--- src/irm_pkg.sv ---
package irm_pkg;

    // ----------------------------------------------------------------
    // Widths
    // ----------------------------------------------------------------
    localparam int IRM_ADDR_W = 8;
    localparam int IRM_DATA_W = 16;
    localparam int IRM_CMD_W = 4;
    localparam int IRM_CTRL_W = 8;

    // ----------------------------------------------------------------
    // Register offsets in the special-function space
    // ----------------------------------------------------------------
    localparam logic [7:0] IRM_OFS_CONTROL = 8'h0e;
    localparam logic [7:0] IRM_OFS_WORD_A = 8'h0f;
    localparam logic [7:0] IRM_OFS_WORD_B = 8'h10;

    // ----------------------------------------------------------------
    // Control register field positions
    // ----------------------------------------------------------------
    localparam int IRM_CMD_LSB = 0;
    localparam int IRM_IRQ_EN_BIT = 4;
    localparam int IRM_VALID_BIT = 5;

    // ----------------------------------------------------------------
    // Values after reset
    // ----------------------------------------------------------------
    localparam logic [7:0] IRM_CONTROL_RST = 8'h00;
    localparam logic [15:0] IRM_WORD_A_RST = 16'h0000;
    localparam logic [15:0] IRM_WORD_B_RST = 16'h0000;
    localparam logic [3:0] IRM_CMD_RST = 4'h0;

    // Stages of the reset release synchroniser
    localparam int IRM_RST_STAGES = 2;

    // Register selected by an access
    typedef enum logic [1:0] {
        IRM_SEL_NONE,
        IRM_SEL_CONTROL,
        IRM_SEL_WORD_A,
        IRM_SEL_WORD_B
    } irm_sel_t;

endpackage

--- src/irm_mailbox.sv ---
`timescale 1ns/1ps
module irm_mailbox
    import irm_pkg::*;
(
    input wire logic core_clk,                       // System clock, 50 MHz
    input wire logic rstn,                           // Any reset, active low
    // Supervisory (master) core register port
    input wire logic [IRM_ADDR_W-1:0] m_addr,        // Master address
    input wire logic m_wr,                           // Master write strobe
    input wire logic m_rd,                           // Master read strobe
    input wire logic [IRM_DATA_W-1:0] m_wdata,       // Master write data
    output logic [IRM_DATA_W-1:0] m_rdata,           // Master read data
    // Processing (slave) core register port
    input wire logic [IRM_ADDR_W-1:0] s_addr,        // Slave address
    input wire logic s_wr,                           // Slave write strobe
    input wire logic s_rd,                           // Slave read strobe
    input wire logic [IRM_DATA_W-1:0] s_wdata,       // Slave write data
    output logic [IRM_DATA_W-1:0] s_rdata,           // Slave read data
    // Response side
    input wire logic slave_response_status,          // Response data-valid flag
    output logic response_irq,                       // Response interrupt request
    output logic command_valid_flag,                 // Mailbox holds a request
    output logic [IRM_CMD_W-1:0] command_code_field  // Current command code
);

    // ----------------------------------------------------------------
    // Reset release
    // ----------------------------------------------------------------
    logic rst_n;

    irm_rst_sync u_rst (
        .core_clk(core_clk),
        .rstn(rstn),
        .rst_sync_n(rst_n)
    );

    // ----------------------------------------------------------------
    // State of the mailbox
    // ----------------------------------------------------------------
    typedef struct packed {
        logic [IRM_CMD_W-1:0] cmd;
        logic irq_en;
        logic valid;
        logic [IRM_DATA_W-1:0] word_a;
        logic [IRM_DATA_W-1:0] word_b;
        logic irq;
    } irm_state_t;

    irm_state_t st_r;
    irm_state_t st_nxt;

    // Control register as both cores see it; upper byte and bits 7:6 zero
    logic [IRM_DATA_W-1:0] ctrl_view;

    always_comb begin
        ctrl_view = '0;
        ctrl_view[IRM_CMD_LSB +: IRM_CMD_W] = st_r.cmd;
        ctrl_view[IRM_IRQ_EN_BIT] = st_r.irq_en;
        ctrl_view[IRM_VALID_BIT] = st_r.valid;
    end

    // ----------------------------------------------------------------
    // Per-core access decode and read data
    // ----------------------------------------------------------------
    irm_sel_t m_sel;
    irm_sel_t s_sel;

    irm_core_port u_mport (
        .core_clk(core_clk),
        .rst_n(rst_n),
        .addr(m_addr),
        .rd(m_rd),
        .ctrl_view(ctrl_view),
        .word_a(st_r.word_a),
        .word_b(st_r.word_b),
        .sel(m_sel),
        .rdata(m_rdata)
    );

    irm_core_port u_sport (
        .core_clk(core_clk),
        .rst_n(rst_n),
        .addr(s_addr),
        .rd(s_rd),
        .ctrl_view(ctrl_view),
        .word_a(st_r.word_a),
        .word_b(st_r.word_b),
        .sel(s_sel),
        .rdata(s_rdata)
    );

    // ----------------------------------------------------------------
    // Write qualifiers
    // ----------------------------------------------------------------
    logic m_wr_ctrl;
    logic m_wr_a;
    logic m_wr_b;
    logic s_wr_ctrl;
    logic valid_set;
    logic valid_clr;

    // Only the master may change command, enable and follow-on words
    assign m_wr_ctrl = m_wr && (m_sel == IRM_SEL_CONTROL);
    assign m_wr_a = m_wr && (m_sel == IRM_SEL_WORD_A);
    assign m_wr_b = m_wr && (m_sel == IRM_SEL_WORD_B);
    assign s_wr_ctrl = s_wr && (s_sel == IRM_SEL_CONTROL);

    // Master writing one sets; a master zero is ignored
    assign valid_set = m_wr_ctrl && m_wdata[IRM_VALID_BIT];
    // Slave writing zero clears; a slave one never sets
    assign valid_clr = s_wr_ctrl && !s_wdata[IRM_VALID_BIT];

    // ----------------------------------------------------------------
    // Next state
    // ----------------------------------------------------------------
    // A new request posted in the very cycle the slave clears the flag
    // must not be lost, so the master's set wins over the slave's clear.
    always_comb begin
        st_nxt = st_r;
        if (m_wr_ctrl) begin
            st_nxt.cmd = m_wdata[IRM_CMD_LSB +: IRM_CMD_W];
            st_nxt.irq_en = m_wdata[IRM_IRQ_EN_BIT];
        end
        if (valid_set) begin
            st_nxt.valid = 1'b1;
        end else if (valid_clr) begin
            st_nxt.valid = 1'b0;
        end
        // Full word stored; no lock while valid is set, the master polls
        if (m_wr_a) begin
            st_nxt.word_a = m_wdata;
        end
        if (m_wr_b) begin
            st_nxt.word_b = m_wdata;
        end
        // Interrupt follows the response flag only while enabled
        st_nxt.irq = st_r.irq_en && slave_response_status;
    end

    // ----------------------------------------------------------------
    // State register
    // ----------------------------------------------------------------
    always_ff @(posedge core_clk or negedge rst_n) begin
        if (!rst_n) begin
            st_r.cmd <= IRM_CMD_RST;
            st_r.irq_en <= IRM_CONTROL_RST[IRM_IRQ_EN_BIT];
            st_r.valid <= IRM_CONTROL_RST[IRM_VALID_BIT];
            st_r.word_a <= IRM_WORD_A_RST;
            st_r.word_b <= IRM_WORD_B_RST;
            st_r.irq <= 1'b0;
        end else begin
            st_r <= st_nxt;
        end
    end

    // ----------------------------------------------------------------
    // Outputs, all straight from the state register
    // ----------------------------------------------------------------
    assign response_irq = st_r.irq;
    assign command_valid_flag = st_r.valid;
    assign command_code_field = st_r.cmd;

endmodule

--- src/irm_rst_sync.sv ---
`timescale 1ns/1ps
module irm_rst_sync
    import irm_pkg::*;
(
    input wire logic core_clk,  // System clock
    input wire logic rstn,      // Asynchronous reset, active low
    output logic rst_sync_n     // Released reset, active low
);

    // ----------------------------------------------------------------
    // State
    // ----------------------------------------------------------------
    typedef struct packed {
        logic [IRM_RST_STAGES-1:0] chain;
    } irm_rst_state_t;

    irm_rst_state_t st_r;
    irm_rst_state_t st_nxt;

    // Shift ones in after release; assert at once, release on the clock
    always_comb begin
        st_nxt = st_r;
        st_nxt.chain = {st_r.chain[IRM_RST_STAGES-2:0], 1'b1};
    end

    always_ff @(posedge core_clk or negedge rstn) begin
        if (!rstn) begin
            st_r <= '0;
        end else begin
            st_r <= st_nxt;
        end
    end

    assign rst_sync_n = st_r.chain[IRM_RST_STAGES-1];

endmodule

--- src/irm_core_port.sv ---
`timescale 1ns/1ps
module irm_core_port
    import irm_pkg::*;
(
    input wire logic core_clk,                    // System clock
    input wire logic rst_n,                       // Synchronised reset, active low
    input wire logic [IRM_ADDR_W-1:0] addr,       // Register address
    input wire logic rd,                          // Read strobe
    input wire logic [IRM_DATA_W-1:0] ctrl_view,  // Control register as read
    input wire logic [IRM_DATA_W-1:0] word_a,     // Follow-on word A
    input wire logic [IRM_DATA_W-1:0] word_b,     // Follow-on word B
    output irm_sel_t sel,                         // Register addressed now
    output logic [IRM_DATA_W-1:0] rdata           // Registered read data
);

    // ----------------------------------------------------------------
    // Address decode, shared by read and write paths
    // ----------------------------------------------------------------
    function automatic irm_sel_t irm_decode(input logic [IRM_ADDR_W-1:0] a);
        irm_sel_t s;
        s = IRM_SEL_NONE;
        case (a)
            IRM_OFS_CONTROL: s = IRM_SEL_CONTROL;
            IRM_OFS_WORD_A: s = IRM_SEL_WORD_A;
            IRM_OFS_WORD_B: s = IRM_SEL_WORD_B;
            default: s = IRM_SEL_NONE;
        endcase
        return s;
    endfunction

    typedef struct packed {
        logic [IRM_DATA_W-1:0] rdata;
    } irm_port_state_t;

    irm_port_state_t st_r;
    irm_port_state_t st_nxt;

    assign sel = irm_decode(addr);

    // Read data held until the next read; unmapped addresses read zero
    always_comb begin
        st_nxt = st_r;
        if (rd) begin
            case (irm_decode(addr))
                IRM_SEL_CONTROL: st_nxt.rdata = ctrl_view;
                IRM_SEL_WORD_A: st_nxt.rdata = word_a;
                IRM_SEL_WORD_B: st_nxt.rdata = word_b;
                default: st_nxt.rdata = '0;
            endcase
        end
    end

    always_ff @(posedge core_clk or negedge rst_n) begin
        if (!rst_n) begin
            st_r <= '0;
        end else begin
            st_r <= st_nxt;
        end
    end

    assign rdata = st_r.rdata;

endmodule

--- config.mk ---
export PLATFORM = sky130hd
export DESIGN_NAME = irm_mailbox
export DESIGN_NICKNAME = d
export VERILOG_FILES = /design/src/irm_pkg.sv /design/src/irm_mailbox.sv /design/src/irm_rst_sync.sv /design/src/irm_core_port.sv
export SDC_FILE = /design/constraint.sdc
export NUM_CORES = 1
export LEC_CHECK = 0
export BUFFER_PORTS_ARGS = -buffer_cell sky130_fd_sc_hd__buf_4
export CAP_MARGIN = 20
export CELL_PAD_IN_SITES_DETAIL_PLACEMENT = 1
export CELL_PAD_IN_SITES_GLOBAL_PLACEMENT = 1
export CORE_ASPECT_RATIO = 0.5
export CORE_UTILIZATION = 43
export DETAILED_ROUTE_END_ITERATION = 10
export GPL_TIMING_DRIVEN = 1
export PLACE_DENSITY = 0.82
export SYNTH_ARGS = -nofsm -noshare
export SYNTH_HDL_FRONTEND = slang
export SYNTH_SLANG_ARGS = --single-unit
--- constraint.sdc ---
create_clock -name core_clk -period 4.7 [get_ports core_clk]
set_input_delay 0.47 -clock core_clk [delete_from_list [all_inputs] [get_ports core_clk]]
set_output_delay 0.47 -clock core_clk [all_outputs]
set_load 0.05 [all_outputs]
==> impl_metrics.toml <==
[finish]
fillers = 705
final_common_cell = "buf_4"
regArea_mm2 = 0.00183
layout-drive-gt1-share = 0.400
nets = 390
multi_input_area_mm2 = 0.00128
n_antenna_cell = 0
final_cell_mix = "buf_4, dfrtp_1, nor2_1"
syn2layout_area_growth_pct = 28.2
postLayoutCellArea_mm2 = 0.00417

[critical_path]
path_class = "in2reg"
crit_arrival_ps = 2650
required_ps = 4910
end_kind = "flop"
start_kind = "input pin"
r2r_cells = 4
critPathMaxFanout = 17

[grt]
gr-total-overflow = 0
grt_pass1_wl_mm = 14.0
grtUsageMet2 = 0.421
grt_start_max_net_pins = 72
met3_usage = 0.0620
grt_pass1_vias = 2689
use_met1 = 0.277
track_usage = 0.238
antenna_found_initial = 0
busiest_layer = "met2"

[place]
io_buffers = 77
dp_hpwl_mm = 5.77
gp_congestion = 0.775
placed_area_mm2 = 0.00384

[detailed_routing]
drcViolationCount = 8
vias = 2398
vias_per_cell = 5.55
post_drt_wl_per_cell_um = 19.5
first_pass_iters = 7
first_iter_violations = 148
ant_nets = 0
drt-total-wl_mm = 8.42

[synthesis]
synth.top_cell.area_share = 0.562
synth_nets = 319
yosys.area.top_type = "dfrtp_1"
syn_inst = 264
synth-seq-cells = 73
ys_warn_count = 0
synthArstFlopShare = 1.00
synth.distinct_cells = 37
synth_area_leaders = "dfrtp_1, mux2_2, mux2_4"
syn_area_mm2 = 0.00325
syn_area_per_cell_um2 = 12.3
ys_seq_area_frac = 0.562
synth_edf_count = 0
synth_flop_cell = "dfrtp_1"

[outcome]
violations = "design-rule violations"
status = "finished, violations left"

[timing]
fin_worst_skew_ps = 5.35
setup_viol = 0
hold_viol = 0
rsz0062_at_grt = "false"
worstMarginPinSlew_ps = 901
maxSlewHeadroom = 0.399
period_needed_ps = 2440
fin_tns_setup_ps = 0
fmax_mhz = 410
finalMaxSlewViolations = 0
finalCritPeriodShare = 0.519

[power]
power.density_mw_per_mm2 = 376
ir_drop_mv = 0.285
power.leakage_nw = 2.05
power_mw = 1.57

[clock_network]
cts_buffers = 9
root_buffer = "clkbuf_16"
clkSinkCount = 73
h-tree-depth = 3
cts_tree = "done"
clock_latency_ps = 330
clock_path_buffers = 2
cts.clk_slew.worst_paths_ps = 50
cts_setup_buffers = 0

[die]
chipHeight_um = 63.5
rows = 21
initial_core_util = 0.465
die_w_um = 125
fp.coreArea_mm2 = 0.00699
die_area_mm2 = 0.00793
top_level_ports = 93

[worst_hold_path]
min-delay-path-class = "reg2reg"
hold_depth = 0

[run]
cap_violations = 0
==> synth_stat cells, drive strengths merged, types with 2 or more instances <==
cell type	number
nor3	9
o2bb2ai	6
mux2	37
a22o	7
nor4	2
dfrtp	73
nand2	2
a21oi	17
a22oi	10
o22ai	6
and3	2
nor2	31
a221oi	10
clkbuf	8
inv	9
mux2i	12
buf	11
==> repair_timing <==
item | in CTS | in global routing
hold endpoints to repair | 2 | 0
hold buffers | 1 | 0
setup endpoints to repair | 0 | 0
resized for setup | 0 | 0
==> worst paths after layout <==
check	endpoint	slack (ps)	start
setup / recovery	st_r[4]	2260	m_addr[0]
hold / removal	u_rst.st_r[1]	350	u_rst.st_r[0]
setup reg to reg	u_mport.rdata[3]	3570	command_code_field[3]
hold reg to reg	u_rst.st_r[1]	350	u_rst.st_r[0]
max in group asynchronous	u_mport.rdata[14]	3640	u_rst.st_r[1]
min in group asynchronous	u_rst.st_r[0]	450	rstn
==> logic make-up after synthesis <==
group                  Yosys count  synth area share
muxes                           49             0.177
other                            1           0.00115
DFF                             73             0.562
buffers and inverters           29            0.0443
and+or+nand+nor                 55            0.0909
AOI/OAI and AO/OA               57             0.124
==> worst max-delay path: stages <==
cell	delay (ps)
buf_4	170
or4b_4	560
nor3_4	690
nand2_4	350
mux2_4	400
==> metrics by stage <==
step / setup WS, ps / utilization / hold WS, ps / cells
after floorplan: 2520 / - / 174 / 264
after global placement: 1940 / 0.550 / 252 / 415
after detailed placement: 1950 / 0.550 / 253 / 415
after CTS: 2300 / 0.596 / 352 / 432
after global routing: 2140 / 0.596 / 357 / 432
final: 2260 / 0.596 / 353 / 432
==> power by group <==
part,leakage (nW),internal (mW),switching [mW]
registers,0.978,0.657,0.0212
clock network,0.152,0.461,0.252
logic,0.916,0.0669,0.108
total,2.05,1.19,0.380
==> routing by layer <==
| layer | vias up | wire length [um] |
|---|---|---|
| met5 | - | 0 |
| met4 | 0 | 156 |
| met3 | 13 | 319 |
| met2 | 58 | 4460 |
| met1 | 1214 | 3490 |
| li1 | 1113 | - |
==> sequential cells by signal, summed over array words and instances (netlist names) <==
register,flops
response_irq,1
u_sport.rdata,16
command_valid_flag,1
u_rst.st_r,2
st_r,32
ctrl_view,1
u_mport.rdata,16
command_code_field,4
==> layout make-up <==
| class | instances | share of cell area |
|---|---|---|
| clock buffer | 10 | 0.0550 |
| tap | 92 | 0.0276 |
| clock inverter | 6 | 0.0198 |
| sequential | 73 | 0.439 |
| multi-input combinational | 162 | 0.307 |
| inverter | 10 | 0.00901 |
| timing repair buffer | 79 | 0.143 |
Power figures use the tool's default switching activity.
